`config.mk`:
```
export PLATFORM = sky130hd
export DESIGN_NAME = acc_top
export DESIGN_NICKNAME = d
export VERILOG_FILES = /design/src/logic/acc_pkg.sv /design/src/logic/acc_edge_flag.sv /design/src/logic/acc_top.sv
export SDC_FILE = /design/constraint.sdc
export NUM_CORES = 1
export LEC_CHECK = 0
export ABC_AREA = 1
export BUFFER_PORTS_ARGS = -buffer_cell sky130_fd_sc_hd__clkbuf_2
export CORE_MARGIN = 3
export CORE_UTILIZATION = 50
export CTS_BUF_LIST = sky130_fd_sc_hd__clkbuf_8
export DETAILED_ROUTE_END_ITERATION = 10
export PLACE_DENSITY = 0.85
export SLEW_MARGIN = 15
export SYNTH_ARGS = -nofsm -noshare
export SYNTH_HDL_FRONTEND = slang
export SYNTH_SLANG_ARGS = --single-unit
export TNS_END_PERCENT = 50
```
`constraint.sdc`:
```
create_clock -name aclk -period 1.9 [get_ports aclk]
set_input_delay 0.095 -clock aclk [delete_from_list [all_inputs] [get_ports aclk]]
set_output_delay 0.095 -clock aclk [all_outputs]
set_load 0.01 [all_outputs]
```
`src/logic/acc_pkg.sv`:
```
// package: register map, field positions, reset values and carriers for the comparator control block
// ****************************************************************************
// Functional notes
// - two-bit select picks one of four negative pins
// - analog pins read zero on port read
// - result bit six is raw xor invert
// - pin output when enabled and direction clear
// - pwm shutdown may use either or both results
// - auto-restart gives closed loop pwm feedback
// - sync latches result on timer clock fall
// - edge with matching enable sets interrupt flag
// - disabled forces raw result zero, inputs disconnected
// - internal result latched every instruction cycle
// ****************************************************************************
package acc_pkg;
  // register byte offsets
  localparam logic [7:0] CTRL0_OFS    = 8'h00;   // comparator_control_zero
  localparam logic [7:0] CTRL1_OFS    = 8'h04;   // edge enables, negative select
  localparam logic [7:0] FLAG_OFS     = 8'h08;   // interrupt flag, write one to clear
  localparam logic [7:0] PORT_OFS     = 8'h0C;   // port data readback
  localparam logic [7:0] ANALOG_SELECT_REG_OFS    = 8'h10;   // analog_select_reg
  localparam logic [7:0] DIR_OFS      = 8'h14;   // pin_direction_reg
  localparam logic [7:0] PWM_OFS      = 8'h18;   // shutdown source selection
  // control zero fields
  localparam int EN_BIT   = 7;
  localparam int RES_BIT  = 6;
  localparam int OE_BIT   = 5;
  localparam int INV_BIT  = 4;
  localparam int SP_BIT   = 2;
  localparam int HYS_BIT  = 1;
  localparam int SYNC_BIT = 0;
  localparam logic [7:0] CTRL0_RESET = 8'h04;    // speed bit set
  localparam logic [7:0] CTRL0_WMASK = 8'hB7;    // result and bit three not writable
  // control one fields
  localparam int RISE_BIT = 7;
  localparam int FALL_BIT = 6;
  localparam logic [7:0] CTRL1_RESET = 8'h00;
  // pin map within the port: result pin and four negative pins
  localparam int PORT_W       = 8;
  localparam int RES_PIN      = 4;
  localparam logic [7:0] ANALOG_SELECT_REG_RESET = 8'h0F;    // negative pins analog out of reset
  localparam logic [7:0] DIR_RESET   = 8'hFF;    // all pins inputs
  // pwm source fields
  localparam int SD_SRC0_BIT = 0;
  localparam int SD_SRC1_BIT = 1;
  localparam int SD_EN_BIT   = 2;
  localparam int RESTART_BIT = 3;
  // axi responses
  localparam logic [1:0] RESP_OKAY   = 2'b00;
  localparam logic [1:0] RESP_SLVERR = 2'b10;

  // shutdown command to the pwm logic
  typedef struct packed {
    logic shutdown;     // hold pwm outputs off
    logic restart;      // release when sources clear
  } acc_pwm_s;
endpackage

```
`src/logic/acc_edge_flag.sv`:
```
// edge detector and sticky interrupt flag for the comparator result
`timescale 1ns/1ps
module acc_edge_flag (
  input  wire logic aclk,        // clock
  input  wire logic aresetn,     // sync reset, low
  input  wire logic result,      // latched result
  input  wire logic rise_en,     // rising edge enable
  input  wire logic fall_en,     // falling edge enable
  input  wire logic clear,       // software clear pulse
  output logic      flag         // sticky flag
);
  logic prev;                    // result one cycle ago

  // remember last result
  always_ff @(posedge aclk) begin
    if (!aresetn) begin
      prev <= 1'b0;
    end else begin
      prev <= result;
    end
  end

  // set beats clear so an edge in the clear cycle survives
  always_ff @(posedge aclk) begin
    if (!aresetn) begin
      flag <= 1'b0;
    end else if ((rise_en && result && !prev) || (fall_en && !result && prev)) begin
      flag <= 1'b1;
    end else if (clear) begin
      flag <= 1'b0;
    end
  end
endmodule

```
`src/logic/acc_top.sv`:
```
// comparator control: registers, input select, result latch, pin and pwm outputs
//
// Our own choices: the AXI4-Lite slave port and the address map.
`timescale 1ns/1ps
module acc_top (
  input  wire logic                       aclk,           // 250 MHz clock
  input  wire logic                       aresetn,        // sync reset, low
  input  wire logic [7:0]                 s_axi_awaddr,   // write address
  input  wire logic                       s_axi_awvalid,  // write address valid
  output logic                            s_axi_awready,  // write address ready
  input  wire logic [31:0]                s_axi_wdata,    // write data
  input  wire logic [3:0]                 s_axi_wstrb,    // byte strobes
  input  wire logic                       s_axi_wvalid,   // write data valid
  output logic                            s_axi_wready,   // write data ready
  output logic [1:0]                      s_axi_bresp,    // write response
  output logic                            s_axi_bvalid,   // write response valid
  input  wire logic                       s_axi_bready,   // write response ready
  input  wire logic [7:0]                 s_axi_araddr,   // read address
  input  wire logic                       s_axi_arvalid,  // read address valid
  output logic                            s_axi_arready,  // read address ready
  output logic [31:0]                     s_axi_rdata,    // read data
  output logic [1:0]                      s_axi_rresp,    // read response
  output logic                            s_axi_rvalid,   // read data valid
  input  wire logic                       s_axi_rready,   // read data ready
  input  wire logic                       cmp_raw,        // analog compare, 1 when positive above negative
  input  wire logic [acc_pkg::PORT_W-1:0] pin_in,         // digital pin levels
  input  wire logic                       timer_clk_src,  // timer clock after prescaler
  input  wire logic                       other_result,   // second comparator result
  output logic [3:0]                      neg_input_select_onehot, // negative pin switches
  output logic                            cmp_power,      // analog enable
  output logic                            speed_power_select, // speed mode to analog
  output logic                            hysteresis_enable,  // hysteresis to analog
  output logic                            first_result_pin,   // result pin level
  output logic                            first_result_pin_oe,// result pin drive enable
  output logic                            cmp_result_async,   // result to pwm logic
  output logic                            cmp_result_sync,    // result to timer gate
  output acc_pkg::acc_pwm_s               pwm_ctrl,       // shutdown command
  output logic                            cmp_interrupt_flag  // sticky flag
);
  // ****************************************************************************
  // registers
  // ****************************************************************************
  logic [7:0]                 ctrl0;       // comparator_control_zero, writable bits
  logic [7:0]                 ctrl1;       // edge enables and select
  logic [7:0]                 analog_select_reg; // analog pin select
  logic [7:0]                 pin_direction_reg; // 1 = input
  logic [3:0]                 pwm_cfg;     // shutdown configuration
  logic                       cmp_result;  // latched polarity-adjusted result
  logic                       tclk_prev;   // timer clock last cycle
  logic                       flag_clear;  // write-one clear pulse
  logic                       aw_held;     // write address captured
  logic                       w_held;      // write data captured
  logic [7:0]                 aw_addr;     // captured write address
  logic [31:0]                w_data;      // captured write data
  logic [3:0]                 w_strb;      // captured strobes

  // masked read of a port: analog pins read zero
  function automatic logic [7:0] port_view(input logic [7:0] pins, input logic [7:0] ana);
    port_view = pins & ~ana;
  endfunction

  // ****************************************************************************
  // analog side
  // ****************************************************************************
  // raw bit is forced low and switches opened while disabled
  logic raw_gated;                                            // raw after enable gate
  logic polar;                                                // after polarity
  always_comb begin
    cmp_power = ctrl0[acc_pkg::EN_BIT];
    raw_gated = cmp_raw & ctrl0[acc_pkg::EN_BIT];
    polar     = raw_gated ^ ctrl0[acc_pkg::INV_BIT];
    neg_input_select_onehot = 4'h0;
    if (ctrl0[acc_pkg::EN_BIT]) begin
      neg_input_select_onehot[ctrl1[1:0]] = 1'b1;
    end
    speed_power_select = ctrl0[acc_pkg::SP_BIT];
    hysteresis_enable  = ctrl0[acc_pkg::HYS_BIT];
  end

  // result latched every cycle for reads, flag and pin
  always_ff @(posedge aclk) begin
    if (!aresetn) begin
      cmp_result <= 1'b0;
    end else begin
      cmp_result <= polar;
    end
  end

  // timer sync: sample on the falling edge of the timer clock source
  always_ff @(posedge aclk) begin
    if (!aresetn) begin
      tclk_prev       <= 1'b0;
      cmp_result_sync <= 1'b0;
    end else begin
      tclk_prev <= timer_clk_src;
      if (!ctrl0[acc_pkg::SYNC_BIT]) begin
        cmp_result_sync <= cmp_result;                        // asynchronous mode follows
      end else if (tclk_prev && !timer_clk_src) begin
        cmp_result_sync <= cmp_result;
      end
    end
  end

  // pin output: enable bit and cleared direction; not affected by enable
  always_comb begin
    first_result_pin    = ctrl0[acc_pkg::SYNC_BIT] ? cmp_result_sync : cmp_result;
    first_result_pin_oe = ctrl0[acc_pkg::OE_BIT] & ~pin_direction_reg[acc_pkg::RES_PIN];
    cmp_result_async    = cmp_result;
  end

  // pwm shutdown from either or both results; restart closes the loop
  always_ff @(posedge aclk) begin
    if (!aresetn) begin
      pwm_ctrl <= '0;
    end else begin
      pwm_ctrl.shutdown <= pwm_cfg[acc_pkg::SD_EN_BIT] &
                           ((pwm_cfg[acc_pkg::SD_SRC0_BIT] & cmp_result) |
                            (pwm_cfg[acc_pkg::SD_SRC1_BIT] & other_result));
      pwm_ctrl.restart  <= pwm_cfg[acc_pkg::SD_EN_BIT] & pwm_cfg[acc_pkg::RESTART_BIT];
    end
  end

  // result is only meaningful after software checks it; flag tracks edges
  acc_edge_flag u_flag (
    .aclk    (aclk),
    .aresetn (aresetn),
    .result  (cmp_result),                                    // latched result feeds the edge detector
    .rise_en (ctrl1[acc_pkg::RISE_BIT]),
    .fall_en (ctrl1[acc_pkg::FALL_BIT]),
    .clear   (flag_clear),
    .flag    (cmp_interrupt_flag)
  );

  // ****************************************************************************
  // axi4-lite write
  // ****************************************************************************
  logic do_write;                                             // both halves held, no response pending
  assign s_axi_awready = !aw_held && !s_axi_bvalid;
  assign s_axi_wready  = !w_held && !s_axi_bvalid;
  assign do_write      = aw_held && w_held && !s_axi_bvalid;

  // capture address and data in either order
  always_ff @(posedge aclk) begin
    if (!aresetn) begin
      aw_held <= 1'b0;
      w_held  <= 1'b0;
      aw_addr <= 8'h00;
      w_data  <= 32'h0000_0000;
      w_strb  <= 4'h0;
    end else if (do_write) begin
      aw_held <= 1'b0;
      w_held  <= 1'b0;
    end else begin
      if (s_axi_awvalid && s_axi_awready) begin
        aw_held <= 1'b1;
        aw_addr <= s_axi_awaddr;
      end
      if (s_axi_wvalid && s_axi_wready) begin
        w_held <= 1'b1;
        w_data <= s_axi_wdata;
        w_strb <= s_axi_wstrb;
      end
    end
  end

  // register updates; only byte lane zero holds data
  always_ff @(posedge aclk) begin
    if (!aresetn) begin
      ctrl0             <= acc_pkg::CTRL0_RESET;
      ctrl1             <= acc_pkg::CTRL1_RESET;
      analog_select_reg <= acc_pkg::ANALOG_SELECT_REG_RESET;              // negative pins analog out of reset
      pin_direction_reg <= acc_pkg::DIR_RESET;
      pwm_cfg           <= 4'h0;
    end else if (do_write && w_strb[0]) begin
      unique case ({aw_addr[7:2], 2'b00})
        acc_pkg::CTRL0_OFS: ctrl0 <= w_data[7:0] & acc_pkg::CTRL0_WMASK;
        acc_pkg::CTRL1_OFS: ctrl1 <= w_data[7:0];
        acc_pkg::ANALOG_SELECT_REG_OFS: analog_select_reg <= w_data[7:0];
        acc_pkg::DIR_OFS:   pin_direction_reg <= w_data[7:0];
        acc_pkg::PWM_OFS:   pwm_cfg <= w_data[3:0];
        default: ;                                            // read-only or unmapped
      endcase
    end
  end

  // write-one clear of the flag
  assign flag_clear = do_write && w_strb[0] && ({aw_addr[7:2], 2'b00} == acc_pkg::FLAG_OFS) && w_data[0];

  // response: okay on mapped offsets, slverr elsewhere
  always_ff @(posedge aclk) begin
    if (!aresetn) begin
      s_axi_bvalid <= 1'b0;
      s_axi_bresp  <= acc_pkg::RESP_OKAY;
    end else if (do_write) begin
      s_axi_bvalid <= 1'b1;
      s_axi_bresp  <= ({aw_addr[7:2], 2'b00} <= acc_pkg::PWM_OFS) ? acc_pkg::RESP_OKAY : acc_pkg::RESP_SLVERR;
    end else if (s_axi_bready) begin
      s_axi_bvalid <= 1'b0;
    end
  end

  // ****************************************************************************
  // axi4-lite read
  // ****************************************************************************
  assign s_axi_arready = !s_axi_rvalid;

  // read mux, one cycle after address
  always_ff @(posedge aclk) begin
    if (!aresetn) begin
      s_axi_rvalid <= 1'b0;
      s_axi_rdata  <= 32'h0000_0000;
      s_axi_rresp  <= acc_pkg::RESP_OKAY;
    end else if (s_axi_arvalid && s_axi_arready) begin
      s_axi_rvalid <= 1'b1;
      s_axi_rresp  <= acc_pkg::RESP_OKAY;
      s_axi_rdata  <= 32'h0000_0000;
      unique case ({s_axi_araddr[7:2], 2'b00})
        acc_pkg::CTRL0_OFS: s_axi_rdata[7:0] <= ctrl0 | ({7'h00, cmp_result} << acc_pkg::RES_BIT);
        acc_pkg::CTRL1_OFS: s_axi_rdata[7:0] <= ctrl1;
        acc_pkg::FLAG_OFS:  s_axi_rdata[0]   <= cmp_interrupt_flag;
        acc_pkg::PORT_OFS:  s_axi_rdata[7:0] <= port_view(pin_in, analog_select_reg);
        acc_pkg::ANALOG_SELECT_REG_OFS: s_axi_rdata[7:0] <= analog_select_reg;
        acc_pkg::DIR_OFS:   s_axi_rdata[7:0] <= pin_direction_reg;
        acc_pkg::PWM_OFS:   s_axi_rdata[3:0] <= pwm_cfg;
        default:            s_axi_rresp      <= acc_pkg::RESP_SLVERR;
      endcase
    end else if (s_axi_rready) begin
      s_axi_rvalid <= 1'b0;
    end
  end
endmodule

```
==> flow_summary.html, run 1 <==
<table>
<tr><th>Metric</th><th>Value</th></tr>
<tr><th colspan="2">Status</th></tr>
<tr><td>Outcome</td><td>finished clean</td></tr>
<tr><th colspan="2">Cells and area</th></tr>
<tr><td>Antenna cell count</td><td>0</td></tr>
<tr><td>Post-layout util</td><td>62.3%</td></tr>
<tr><td>Layout Cell Area excl Fill</td><td>3800 um^2</td></tr>
<tr><td>Fraction of layout cells with a size suffix above 1</td><td>20.3%</td></tr>
<tr><td>Total number of nets in the final design</td><td>583</td></tr>
<tr><td>Filler cells</td><td>576</td></tr>
<tr><td>Area added between synthesis and finish</td><td>16.9%</td></tr>
<tr><td>Cell Count, Final, Fillers Out</td><td>593</td></tr>
<tr><th colspan="2">STA</th></tr>
<tr><td>Maximum clock frequency</td><td>619 MHz</td></tr>
<tr><td>Final Slew Violations</td><td>0</td></tr>
<tr><td>Pin slew with the least headroom to its limit</td><td>532 ps</td></tr>
<tr><td>Endpoints failing setup</td><td>0</td></tr>
<tr><td>Setup TNS Final</td><td>0 ps</td></tr>
<tr><td>Final Hold Violating Endpoints</td><td>0</td></tr>
<tr><td>Clock period minus worst slack</td><td>1610 ps</td></tr>
<tr><td>Slew HR</td><td>64.5%</td></tr>
<tr><td>Share of the cycle needed by the critical path after routing</td><td>85.0%</td></tr>
<tr><td>Final clock skew</td><td>8.63 ps</td></tr>
<tr><td>Minimum hold slack</td><td>16.1 ps</td></tr>
<tr><td>Post-route setup slack</td><td>286 ps</td></tr>
<tr><td>Unrepaired setup endpoints after global routing</td><td>false</td></tr>
<tr><th colspan="2">CTS</th></tr>
<tr><td>Clock latency reported for the late side of the worst-skew pair</td><td>350 ps</td></tr>
<tr><td>Reg clk slew, reported paths</td><td>80 ps</td></tr>
<tr><td>Hold bufs inserted after CTS</td><td>6</td></tr>
<tr><td>H-tree lvl count</td><td>3</td></tr>
<tr><td>Num CTS Buffers</td><td>9</td></tr>
<tr><td>Clock tree from TritonCTS</td><td>done</td></tr>
<tr><td>Number of gates given a new drive strength after cts</td><td>0</td></tr>
<tr><td>CTS root buffer</td><td>sky130_fd_sc_hd__clkbuf_8</td></tr>
<tr><td>Max Buffers Root-to-Sink</td><td>2</td></tr>
<tr><td>Clk sinks</td><td>70</td></tr>
<tr><td>Number of setup buffers added after CTS</td><td>0</td></tr>
<tr><th colspan="2">GRT</th></tr>
<tr><td>Global-route wire length before repair</td><td>13.3 mm</td></tr>
<tr><td>Via count of the first global-routing pass</td><td>2,809</td></tr>
<tr><td>Total global routing track utilization</td><td>22.8%</td></tr>
<tr><td>Pin count of the biggest net entering global routing</td><td>56</td></tr>
<tr><td>Remaining Overflow, GRT</td><td>0</td></tr>
<tr><td>Antenna violations before repair</td><td>0</td></tr>
<tr><th colspan="2">Placement</th></tr>
<tr><td>Total cell area at the placement stage</td><td>3510 um^2</td></tr>
<tr><td>IO buf count</td><td>67</td></tr>
<tr><td>Worst slack at placement</td><td>301 ps</td></tr>
<tr><td>Placer Congestion</td><td>0.940</td></tr>
<tr><td>Detailed placement HPWL</td><td>6.18 mm</td></tr>
<tr><td>Placed insts</td><td>571</td></tr>
<tr><th colspan="2">Critical path</th></tr>
<tr><td>Number of cells traversed by the worst register-to-register path</td><td>8</td></tr>
<tr><td>R2R Path Start</td><td>s_axi_bvalid</td></tr>
<tr><td>Data arrival time at the worst-slack endpoint</td><td>1850 ps</td></tr>
<tr><td>Internal reg-to-reg setup slack</td><td>290 ps</td></tr>
<tr><td>Data required time at the worst endpoint</td><td>2140 ps</td></tr>
<tr><td>Critical path class</td><td>register to register</td></tr>
<tr><td>Critical path capture point type</td><td>register</td></tr>
<tr><td>Capturing element of the worst setup path</td><td>analog_select_reg[5]</td></tr>
<tr><td>End of the worst register-to-register path</td><td>analog_select_reg[5]</td></tr>
<tr><td>Critical path startpoint category</td><td>register</td></tr>
<tr><td>Crit path launch</td><td>s_axi_bvalid</td></tr>
<tr><td>Largest fanout of any net on the critical path</td><td>12</td></tr>
<tr><th colspan="2">Synth</th></tr>
<tr><td>Proportion of synthesized flip-flops having asynchronous set or reset</td><td>0%</td></tr>
<tr><td>Unique cell type count in the Yosys netlist</td><td>31</td></tr>
<tr><td>Number of register bits inferred by synthesis</td><td>70</td></tr>
<tr><td>Sequential cell area fraction in the yosys report</td><td>43.1%</td></tr>
<tr><td>Main synth FF type</td><td>sky130_fd_sc_hd__dfxtp_1</td></tr>
<tr><td>Leading cell type by number of instances after synthesis</td><td>sky130_fd_sc_hd__dfxtp_1</td></tr>
<tr><td>Post-synthesis instance total</td><td>442</td></tr>
<tr><td>Avg Inst Size Synth</td><td>7.35 um^2</td></tr>
<tr><td>Top post-synthesis cells by area</td><td>sky130_fd_sc_hd__dfxtp_1 43%, sky130_fd_sc_hd__o21ai_0 8.9%, sky130_fd_sc_hd__a21oi_1 8.0%</td></tr>
<tr><td>Number of flops mapped to enable cells by yosys</td><td>0</td></tr>
<tr><td>Top cell types by occurrence after synthesis</td><td>70 x sky130_fd_sc_hd__dfxtp_1, 58 x sky130_fd_sc_hd__inv_1, 58 x sky130_fd_sc_hd__o21ai_0</td></tr>
<tr><td>Top cell type's share of synthesized area</td><td>43.1%</td></tr>
<tr><td>Cell taking the most area after synthesis</td><td>sky130_fd_sc_hd__dfxtp_1</td></tr>
<tr><td>Warnings, synthesis</td><td>0</td></tr>
<tr><td>Post-synthesis instance area</td><td>3250 um^2</td></tr>
<tr><th colspan="2">Route</th></tr>
<tr><td>Via-per-instance ratio</td><td>5.22</td></tr>
<tr><td>Number of iterations in the first detailed-routing pass</td><td>5</td></tr>
<tr><td>Total wire length</td><td>8.34 mm</td></tr>
<tr><td>Detailed-route wire length per cell</td><td>14.1 um</td></tr>
<tr><td>Total vias in the final route</td><td>3,094</td></tr>
<tr><td>Antenna violation net count after detailed routing</td><td>0</td></tr>
<tr><td>DRC errors left</td><td>0</td></tr>
<tr><td>Violation count after the first detailed-route iteration</td><td>196</td></tr>
<tr><th colspan="2">Pwr</th></tr>
<tr><td>Lkg Pwr</td><td>1.81 nW</td></tr>
<tr><td>Final Power</td><td>3.23 mW</td></tr>
<tr><td>Power per cell area</td><td>851 nW/um^2</td></tr>
<tr><td>Worst VDD drop</td><td>616 uV</td></tr>
<tr><th colspan="2">Floorplan</th></tr>
<tr><td>Placeable core area</td><td>6100 um^2</td></tr>
<tr><td>Height of the chip</td><td>86.6 um</td></tr>
<tr><td>I/O pins</td><td>125</td></tr>
<tr><td>Area enclosed by the die boundary</td><td>7500 um^2</td></tr>
<tr><td>Initial cell density of the core</td><td>53.3%</td></tr>
<tr><td>Die Span X</td><td>86.6 um</td></tr>
<tr><td>Cell Rows</td><td>28</td></tr>
<tr><th colspan="2">Worst hold path</th></tr>
<tr><td>Worst min path class</td><td>input pin to register</td></tr>
<tr><th colspan="2">Job</th></tr>
<tr><td>Max-cap check violation count</td><td>0</td></tr>
</table>
[how the worst min path moves through the flow]
stage,cells past startpoint,slack (ps),end,startpoint
4_1_cts,3,2,w_strb[0],s_axi_wstrb[0]
2_1_floorplan,2,190,tclk_prev,timer_clk_src
5_1_grt,3,9,w_strb[0],s_axi_wstrb[0]
6_report,3,20,aw_addr[4],s_axi_awaddr[4]
3_5_place_dp,3,310,tclk_prev,timer_clk_src
3_3_place_gp,3,290,tclk_prev,timer_clk_src
[final cells by class]
class                   instances  area (um^2)  share of cell area [%]
inverters                      61          229                    6.03
multi-input cells             296         1440                    37.9
clock buffers                  10          138                    3.62
repair buffers                 75          410                    10.8
clock inverters                 6         86.3                    2.27
flip-flops and latches         70         1400                    36.9
well taps                      75         93.8                    2.47
[report_power, final]
part / switching, mW / internal (mW) / total [mW]
combinational: 0.226 / 0.108 / 0.334
sequential: 0.0375 / 1.52 / 1.56
clock: 0.573 / 0.769 / 1.34
[layer usage]
metal / GRT usage [%] / up-vias / wire, um
met5: 0 / - / 0
met4: 8.92 / 0 / 200
met3: 7.79 / 19 / 745
met2: 35.0 / 145 / 3860
met1: 29.5 / 1394 / 3530
li1: - / 1536 / -
[logic make-up (layout without fill, tap and decap cells)]
kind of cell | Yosys count | in the layout | synth area share (%)
simple gates | 141 | 141 | 20.1
compound gates | 129 | 129 | 21.3
buf+inv | 101 | 152 | 15.4
flops | 70 | 70 | 43.1
other cells | 1 | 26 | 0.115
[layout by cell type (no fill, tap or decap)]
master	n
sky130_fd_sc_hd__dlygate4sd3_1	6
sky130_fd_sc_hd__nand2_2	2
sky130_fd_sc_hd__nand3_4	1
sky130_fd_sc_hd__inv_1	59
sky130_fd_sc_hd__clkinvlp_4	3
sky130_fd_sc_hd__nand3_1	19
sky130_fd_sc_hd__buf_4	2
sky130_fd_sc_hd__nor2_4	1
sky130_fd_sc_hd__a211oi_1	1
sky130_fd_sc_hd__clkbuf_8	10
sky130_fd_sc_hd__clkbuf_2	67
sky130_fd_sc_hd__nor2_1	43
sky130_fd_sc_hd__inv_2	3
sky130_fd_sc_hd__a31oi_1	1
sky130_fd_sc_hd__nor3_4	2
sky130_fd_sc_hd__o21a_1	1
sky130_fd_sc_hd__nor3_1	8
sky130_fd_sc_hd__nand3_2	2
sky130_fd_sc_hd__bufinv_16	2
sky130_fd_sc_hd__o21ai_2	3
sky130_fd_sc_hd__o211ai_1	7
sky130_fd_sc_hd__a21oi_1	52
sky130_fd_sc_hd__o22ai_1	2
sky130_fd_sc_hd__dfxtp_1	70
sky130_fd_sc_hd__conb_1	26
sky130_fd_sc_hd__o21ai_1	2
sky130_fd_sc_hd__nand4_1	3
sky130_fd_sc_hd__a21oi_2	2
sky130_fd_sc_hd__o21ai_0	58
sky130_fd_sc_hd__nand2_4	1
sky130_fd_sc_hd__nor2_2	4
sky130_fd_sc_hd__nand2_1	55
[critical path: stages, from the launching register on]
cell,delay (ps)
sky130_fd_sc_hd__dfxtp_1,350
sky130_fd_sc_hd__inv_2,80
sky130_fd_sc_hd__nand3_2,110
sky130_fd_sc_hd__nor2_4,160
sky130_fd_sc_hd__nand2_4,90
sky130_fd_sc_hd__inv_2,100
sky130_fd_sc_hd__nand3_2,240
sky130_fd_sc_hd__o21ai_0,290
sky130_fd_sc_hd__a21oi_1,70
No activity file was read; power rests on OpenSTA's default activity.
==> inputs of run 2 (changes only) <==
Clock period 1.9 ns to 1.7 ns, I/O delays scaled along.
==> flow_summary.html, run 2 (same netlist as run 1, synthesis figures left out) <==
<table>
<tr><th>Metric</th><th>Value</th></tr>
<tr><th colspan="2">Status</th></tr>
<tr><td>Outcome</td><td>finished clean</td></tr>
<tr><th colspan="2">Critical path</th></tr>
<tr><td>Critical path startpoint category</td><td>register</td></tr>
<tr><td>Critical path class</td><td>register to register</td></tr>
<tr><td>Largest incremental delay on the critical path</td><td>300 ps</td></tr>
<tr><td>Largest fanout of any net on the critical path</td><td>15</td></tr>
<tr><td>Data arrival time at the worst-slack endpoint</td><td>1820 ps</td></tr>
<tr><td>Cell with the biggest individual delay on the critical path</td><td>sky130_fd_sc_hd__dfxtp_1</td></tr>
<tr><td>Cell occurring most often along the worst timing path</td><td>sky130_fd_sc_hd__nor2_1</td></tr>
<tr><td>Data required time at the worst endpoint</td><td>1930 ps</td></tr>
<tr><td>Critical path capture point type</td><td>register</td></tr>
<tr><td>Sequence of cells on the critical path</td><td>inv_1 &gt; nand2_2 &gt; nor2_1 &gt; nand2_1 &gt; nor3_4 &gt; buf_4 &gt; inv_1 &gt; nor2_1 &gt; nor2_1</td></tr>
<tr><th colspan="2">GRT</th></tr>
<tr><td>Antenna violations before repair</td><td>0</td></tr>
<tr><td>Via count of the first global-routing pass</td><td>2,779</td></tr>
<tr><td>Global-route wire length before repair</td><td>13.3 mm</td></tr>
<tr><td>Pin count of the biggest net entering global routing</td><td>29</td></tr>
<tr><td>Global Route met3 Usage</td><td>4.56%</td></tr>
<tr><td>Top Usage Layer GRT</td><td>met2</td></tr>
<tr><td>Global routing met2 resource utilization</td><td>36.9%</td></tr>
<tr><td>GRT met1 Usage</td><td>30.2%</td></tr>
<tr><td>Remaining Overflow, GRT</td><td>0</td></tr>
<tr><td>Total global routing track utilization</td><td>23.0%</td></tr>
<tr><th colspan="2">Cells and area</th></tr>
<tr><td>Fraction of layout cells with a size suffix above 1</td><td>20.2%</td></tr>
<tr><td>Post-layout util</td><td>62.0%</td></tr>
<tr><td>Area added between synthesis and finish</td><td>16.3%</td></tr>
<tr><td>Filler cells</td><td>587</td></tr>
<tr><td>Total number of nets in the final design</td><td>586</td></tr>
<tr><td>Most frequent cells in the layout</td><td>70 x sky130_fd_sc_hd__dfxtp_1, 67 x sky130_fd_sc_hd__clkbuf_2, 61 x sky130_fd_sc_hd__inv_1, 58 x sky130_fd_sc_hd__o21ai_0, 55 x sky130_fd_sc_hd__nand2_1</td></tr>
<tr><td>Cell Count, Final, Fillers Out</td><td>595</td></tr>
<tr><td>Antenna cell count</td><td>0</td></tr>
<tr><td>Most frequent standard cell in the layout excluding fill and tap cells</td><td>sky130_fd_sc_hd__dfxtp_1</td></tr>
<tr><th colspan="2">Floorplan</th></tr>
<tr><td>Height of the chip</td><td>86.6 um</td></tr>
<tr><td>Cell Rows</td><td>28</td></tr>
<tr><td>Die Span X</td><td>86.6 um</td></tr>
<tr><td>I/O pins</td><td>125</td></tr>
<tr><td>Initial cell density of the core</td><td>53.3%</td></tr>
<tr><td>Area enclosed by the die boundary</td><td>7500 um^2</td></tr>
<tr><td>Placeable core area</td><td>6100 um^2</td></tr>
<tr><th colspan="2">Pwr</th></tr>
<tr><td>Logic pwr share</td><td>11.6%</td></tr>
<tr><td>Net switching power figure</td><td>894 uW</td></tr>
<tr><td>Lkg Pwr</td><td>1.82 nW</td></tr>
<tr><td>Share of power burned in the clock network</td><td>35.7%</td></tr>
<tr><td>Worst VDD drop</td><td>652 uV</td></tr>
<tr><td>Sequential cell fraction of total power</td><td>52.7%</td></tr>
<tr><td>Cell internal pwr</td><td>2.41 mW</td></tr>
<tr><td>Final Power</td><td>3.30 mW</td></tr>
<tr><td>Power per cell area</td><td>874 nW/um^2</td></tr>
<tr><td>Switching fraction of total power</td><td>27.1%</td></tr>
<tr><th colspan="2">Route</th></tr>
<tr><td>Total wire length</td><td>8.30 mm</td></tr>
<tr><td>Violation count after the first detailed-route iteration</td><td>273</td></tr>
<tr><td>Total vias in the final route</td><td>3,135</td></tr>
<tr><td>Detailed-route wire length per cell</td><td>14.0 um</td></tr>
<tr><td>Number of iterations in the first detailed-routing pass</td><td>6</td></tr>
<tr><td>DRC errors left</td><td>0</td></tr>
<tr><td>Via-per-instance ratio</td><td>5.27</td></tr>
<tr><td>Antenna violation net count after detailed routing</td><td>0</td></tr>
<tr><th colspan="2">STA</th></tr>
<tr><td>Clock period minus worst slack</td><td>1580 ps</td></tr>
<tr><td>Slew HR</td><td>65.2%</td></tr>
<tr><td>Final Hold Violating Endpoints</td><td>0</td></tr>
<tr><td>Pin slew with the least headroom to its limit</td><td>521 ps</td></tr>
<tr><td>Endpoints failing setup</td><td>0</td></tr>
<tr><td>Unrepaired setup endpoints after global routing</td><td>true</td></tr>
<tr><td>Minimum hold slack</td><td>7.83 ps</td></tr>
<tr><td>Final clock skew</td><td>13.2 ps</td></tr>
<tr><td>Maximum clock frequency</td><td>632 MHz</td></tr>
<tr><td>Final Slew Violations</td><td>0</td></tr>
<tr><td>Share of the cycle needed by the critical path after routing</td><td>93.1%</td></tr>
<tr><th colspan="2">CTS</th></tr>
<tr><td>H-tree lvl count</td><td>3</td></tr>
<tr><td>CTS root buffer</td><td>sky130_fd_sc_hd__clkbuf_8</td></tr>
<tr><td>Clock latency reported for the late side of the worst-skew pair</td><td>350 ps</td></tr>
<tr><td>Clk sinks</td><td>70</td></tr>
<tr><td>Number of setup buffers added after CTS</td><td>0</td></tr>
<tr><td>Num CTS Buffers</td><td>9</td></tr>
<tr><td>Max Buffers Root-to-Sink</td><td>2</td></tr>
<tr><td>Clock tree from TritonCTS</td><td>done</td></tr>
<tr><td>Reg clk slew, reported paths</td><td>70 ps</td></tr>
<tr><th colspan="2">Worst hold path</th></tr>
<tr><td>Worst min path class</td><td>input pin to register</td></tr>
<tr><th colspan="2">Placement</th></tr>
<tr><td>Placed insts</td><td>574</td></tr>
<tr><td>Placer Congestion</td><td>0.985</td></tr>
<tr><td>IO buf count</td><td>67</td></tr>
<tr><td>Detailed placement HPWL</td><td>6.21 mm</td></tr>
<tr><th colspan="2">Job</th></tr>
<tr><td>Max-cap check violation count</td><td>0</td></tr>
</table>
run 2: area by class of cell:
| cell class | count | area [um^2] | share of cell area [%] |
|---|---|---|---|
| clock inverter | 4 | 16.3 | 0.431 |
| timing repair buffer | 78 | 433 | 11.5 |
| clock buffer | 11 | 151 | 4.01 |
| inverter | 61 | 229 | 6.06 |
| tap | 75 | 93.8 | 2.48 |
| multi-input combinational | 296 | 1450 | 38.5 |
| sequential | 70 | 1400 | 37.1 |
run 2: worst paths after layout:
kind	to	cells past startpoint	start	slack [ps]
min	w_strb[0]	3	s_axi_wstrb[0]	8
min reg2reg	pwm_ctrl[0]	2	pwm_cfg[2]	430
max reg2reg	ctrl1[4]	9	aw_addr[7]	120
max	ctrl1[4]	9	aw_addr[7]	120
run 2: per-stage QoR:
step           setup slack, ps  TNS (ps)  area, um^2
6_report                   116         0        3780
5_1_grt                  -15.6     -15.6        3780
4_1_cts                   51.6         0        3760
3_5_place_dp               135         0        3540
3_3_place_gp               238         0        3540
2_1_floorplan              346         0        3340
run 2: worst max-delay path, delay by kind of cell, from the launching register on:
family                 cells  cell delay, ps
buffers and inverters      3             410
flip-flops                 1             300
AND/OR/NAND/NOR            6             770
run 2: what timing repair did:
item | 4_1_cts | 5_1_grt
hold buffers | 6 | 0
endpoints found under the setup margin | 0 | 9
resized for setup | 0 | 2
endpoints found under the hold margin | 6 | 0
run 2: routing by layer:
| layer | routed length [um] | vias up |
|---|---|---|
| met1 | 3560 | 1433 |
| met3 | 706 | 16 |
| met2 | 3850 | 146 |
| met5 | 0 | - |
| met4 | 180 | 0 |
| li1 | - | 1540 |
run 2: power groups by stage:
stage          sequential, mW  clock (mW)  combinational, mW
2_1_floorplan            1.77           0              0.273
3_3_place_gp             1.77           0              0.354
3_5_place_dp             1.78           0              0.362
4_1_cts                  1.74        1.19              0.377
5_1_grt                  1.75        1.26              0.431
6_report                 1.74        1.18              0.384
==> inputs of run 3 (changes only) <==
Settings changed: BUFFER_PORTS_ARGS -buffer_cell sky130_fd_sc_hd__clkbuf_2 to default, CORE_UTILIZATION 50 to 45, DONT_BUFFER_PORTS from default to 1, PLACE_DENSITY 0.85 to 0.64.
==> flow_summary.html, run 3 (same netlist as run 1, synthesis figures left out) <==
<table>
<tr><th>Metric</th><th>Value</th></tr>
<tr><th colspan="2">Critical path</th></tr>
<tr><td>Critical path capture point type</td><td>register</td></tr>
<tr><td>Data arrival time at the worst-slack endpoint</td><td>1760 ps</td></tr>
<tr><td>Largest incremental delay on the critical path</td><td>380 ps</td></tr>
<tr><td>Largest fanout of any net on the critical path</td><td>12</td></tr>
<tr><td>Critical path startpoint category</td><td>register</td></tr>
<tr><td>Number of cells traversed by the worst register-to-register path</td><td>7</td></tr>
<tr><td>Critical path class</td><td>register to register</td></tr>
<tr><td>Cell occurring most often along the worst timing path</td><td>sky130_fd_sc_hd__nand3_2</td></tr>
<tr><td>Data required time at the worst endpoint</td><td>1930 ps</td></tr>
<tr><td>Sequence of cells on the critical path</td><td>nand3_2 &gt; nor2_4 &gt; nand2_4 &gt; inv_2 &gt; nand3_2 &gt; o21ai_0 &gt; a21oi_1</td></tr>
<tr><td>Cell with the biggest individual delay on the critical path</td><td>sky130_fd_sc_hd__dfxtp_1</td></tr>
<tr><th colspan="2">Cells and area</th></tr>
<tr><td>Post-layout util</td><td>53.4%</td></tr>
<tr><td>Most frequent cells in the layout</td><td>70 x sky130_fd_sc_hd__dfxtp_1, 58 x sky130_fd_sc_hd__inv_1, 58 x sky130_fd_sc_hd__o21ai_0, 55 x sky130_fd_sc_hd__nand2_1, 52 x sky130_fd_sc_hd__a21oi_1</td></tr>
<tr><td>Footprint of the multi-input gates</td><td>1440 um^2</td></tr>
<tr><td>Total number of nets in the final design</td><td>539</td></tr>
<tr><td>Area added between synthesis and finish</td><td>13.6%</td></tr>
<tr><td>Register area</td><td>1400 um^2</td></tr>
<tr><td>Fraction of layout cells with a size suffix above 1</td><td>9.28%</td></tr>
<tr><td>Antenna cell count</td><td>0</td></tr>
<tr><td>Filler cells</td><td>715</td></tr>
<tr><td>Most frequent standard cell in the layout excluding fill and tap cells</td><td>sky130_fd_sc_hd__dfxtp_1</td></tr>
<tr><th colspan="2">Route</th></tr>
<tr><td>Detailed-route wire length per cell</td><td>14.5 um</td></tr>
<tr><td>Number of iterations in the first detailed-routing pass</td><td>4</td></tr>
<tr><td>DRC errors left</td><td>0</td></tr>
<tr><td>Total vias in the final route</td><td>2,844</td></tr>
<tr><td>Total wire length</td><td>8.24 mm</td></tr>
<tr><td>Violation count after the first detailed-route iteration</td><td>179</td></tr>
<tr><td>Antenna violation net count after detailed routing</td><td>0</td></tr>
<tr><td>Via-per-instance ratio</td><td>4.99</td></tr>
<tr><th colspan="2">GRT</th></tr>
<tr><td>Total global routing track utilization</td><td>20.6%</td></tr>
<tr><td>Antenna violations before repair</td><td>0</td></tr>
<tr><td>Remaining Overflow, GRT</td><td>0</td></tr>
<tr><td>Via count of the first global-routing pass</td><td>2,681</td></tr>
<tr><td>Global-route wire length before repair</td><td>13.3 mm</td></tr>
<tr><td>Pin count of the biggest net entering global routing</td><td>56</td></tr>
<tr><th colspan="2">STA</th></tr>
<tr><td>Share of the cycle needed by the critical path after routing</td><td>90.0%</td></tr>
<tr><td>Unrepaired setup endpoints after global routing</td><td>false</td></tr>
<tr><td>Maximum clock frequency</td><td>654 MHz</td></tr>
<tr><td>Minimum hold slack</td><td>30.5 ps</td></tr>
<tr><td>Final clock skew</td><td>6.90 ps</td></tr>
<tr><td>Slew HR</td><td>62.8%</td></tr>
<tr><td>Endpoints failing setup</td><td>0</td></tr>
<tr><td>Final Slew Violations</td><td>0</td></tr>
<tr><td>Post-route setup slack</td><td>170 ps</td></tr>
<tr><td>Setup TNS Final</td><td>0 ps</td></tr>
<tr><td>Pin slew with the least headroom to its limit</td><td>557 ps</td></tr>
<tr><td>Clock period minus worst slack</td><td>1530 ps</td></tr>
<tr><td>Final Hold Violating Endpoints</td><td>0</td></tr>
<tr><th colspan="2">Floorplan</th></tr>
<tr><td>Die Span X</td><td>91.0 um</td></tr>
<tr><td>I/O pins</td><td>125</td></tr>
<tr><td>Cell Rows</td><td>30</td></tr>
<tr><td>Area enclosed by the die boundary</td><td>8270 um^2</td></tr>
<tr><td>Height of the chip</td><td>91.0 um</td></tr>
<tr><td>Placeable core area</td><td>6910 um^2</td></tr>
<tr><td>Initial cell density of the core</td><td>47.0%</td></tr>
<tr><th colspan="2">Pwr</th></tr>
<tr><td>Final Power</td><td>3.37 mW</td></tr>
<tr><td>Power per cell area</td><td>915 nW/um^2</td></tr>
<tr><td>Worst VDD drop</td><td>453 uV</td></tr>
<tr><td>Lkg Pwr</td><td>1.61 nW</td></tr>
<tr><th colspan="2">Placement</th></tr>
<tr><td>Placer Congestion</td><td>0.875</td></tr>
<tr><td>Worst slack at placement</td><td>171 ps</td></tr>
<tr><td>IO buf count</td><td>0</td></tr>
<tr><td>Detailed placement HPWL</td><td>5.97 mm</td></tr>
<tr><th colspan="2">Status</th></tr>
<tr><td>Outcome</td><td>finished clean</td></tr>
<tr><th colspan="2">Job</th></tr>
<tr><td>Max-cap check violation count</td><td>0</td></tr>
<tr><th colspan="2">Worst hold path</th></tr>
<tr><td>Hold path depth</td><td>4</td></tr>
<tr><td>Worst min path class</td><td>input pin to register</td></tr>
<tr><th colspan="2">CTS</th></tr>
<tr><td>Num CTS Buffers</td><td>9</td></tr>
<tr><td>Clock latency reported for the late side of the worst-skew pair</td><td>340 ps</td></tr>
<tr><td>H-tree lvl count</td><td>3</td></tr>
<tr><td>Max Buffers Root-to-Sink</td><td>2</td></tr>
<tr><td>CTS root buffer</td><td>sky130_fd_sc_hd__clkbuf_8</td></tr>
<tr><td>Number of setup buffers added after CTS</td><td>0</td></tr>
<tr><td>Reg clk slew, reported paths</td><td>70 ps</td></tr>
<tr><td>Clk sinks</td><td>70</td></tr>
<tr><td>Clock tree from TritonCTS</td><td>done</td></tr>
</table>
==> run 3: cell count changes in the layout (fill, tap and decap cells not counted), moves of 2 or more <==
cell and delta:
sky130_fd_sc_hd__clkbuf_2 -67, sky130_fd_sc_hd__inv_1 -3, sky130_fd_sc_hd__clkbuf_8 -2, sky130_fd_sc_hd__clkinv_2 +3, sky130_fd_sc_hd__clkinvlp_4 +2, sky130_fd_sc_hd__dlygate4sd3_1 +18
==> run 3: layer usage <==
metal | part of all wire, % | vias to the layer above | global-route usage (%)
li1 | - | 1444 | -
met5 | 0 | - | 0
met3 | 8.4 | 12 | 7.79
met2 | 46 | 124 | 30.2
met1 | 44 | 1264 | 26.5
met4 | 2.0 | 0 | 9.92
==> run 3: per-stage QoR <==
stage	instance area [um^2]	cells
6_report	3690	570
5_1_grt	3690	570
4_1_cts	3680	570
3_5_place_dp	3240	529
3_3_place_gp	3240	529
2_1_floorplan	3340	467
==> run 3: power breakdown <==
part	internal, mW	switching, mW	total [mW]
logic	0.117	0.222	0.339
clock network	0.666	0.620	1.29
registers	1.70	0.0515	1.75
==> run 3: final cells by class <==
class,count,share of cell area [%]
multi-input combinational,296,39.0
timing repair buffer,31,8.38
sequential,70,38.0
tap,96,3.26
inverter,61,6.21
clock inverter,7,1.76
clock buffer,9,3.36
==> run 3: worst max-delay path: cells and delay by family (launching register included) <==
kind	cells	cell delay, ps
buffers and inverters	1	100
AO/OA/AOI/OAI	2	290
AND/OR/NAND/NOR	4	630
flip-flops	1	380
==> run 3: timing repair <==
action                                 in CTS  in global routing
setup endpoints to repair                   0                  1
hold buffers                               25                  0
endpoints found under the hold margin      59                  0
resized for setup                           0                  1
==> run 3: worst paths after layout <==
kind	start	slack, ps	endpoint
worst max-delay path	w_held	170	analog_select_reg[7]
worst min-delay path	pin_in[2]	30	s_axi_rdata[2]
worst max register to register	w_held	170	analog_select_reg[7]
worst min register to register	pwm_cfg[2]	430	pwm_ctrl[0]
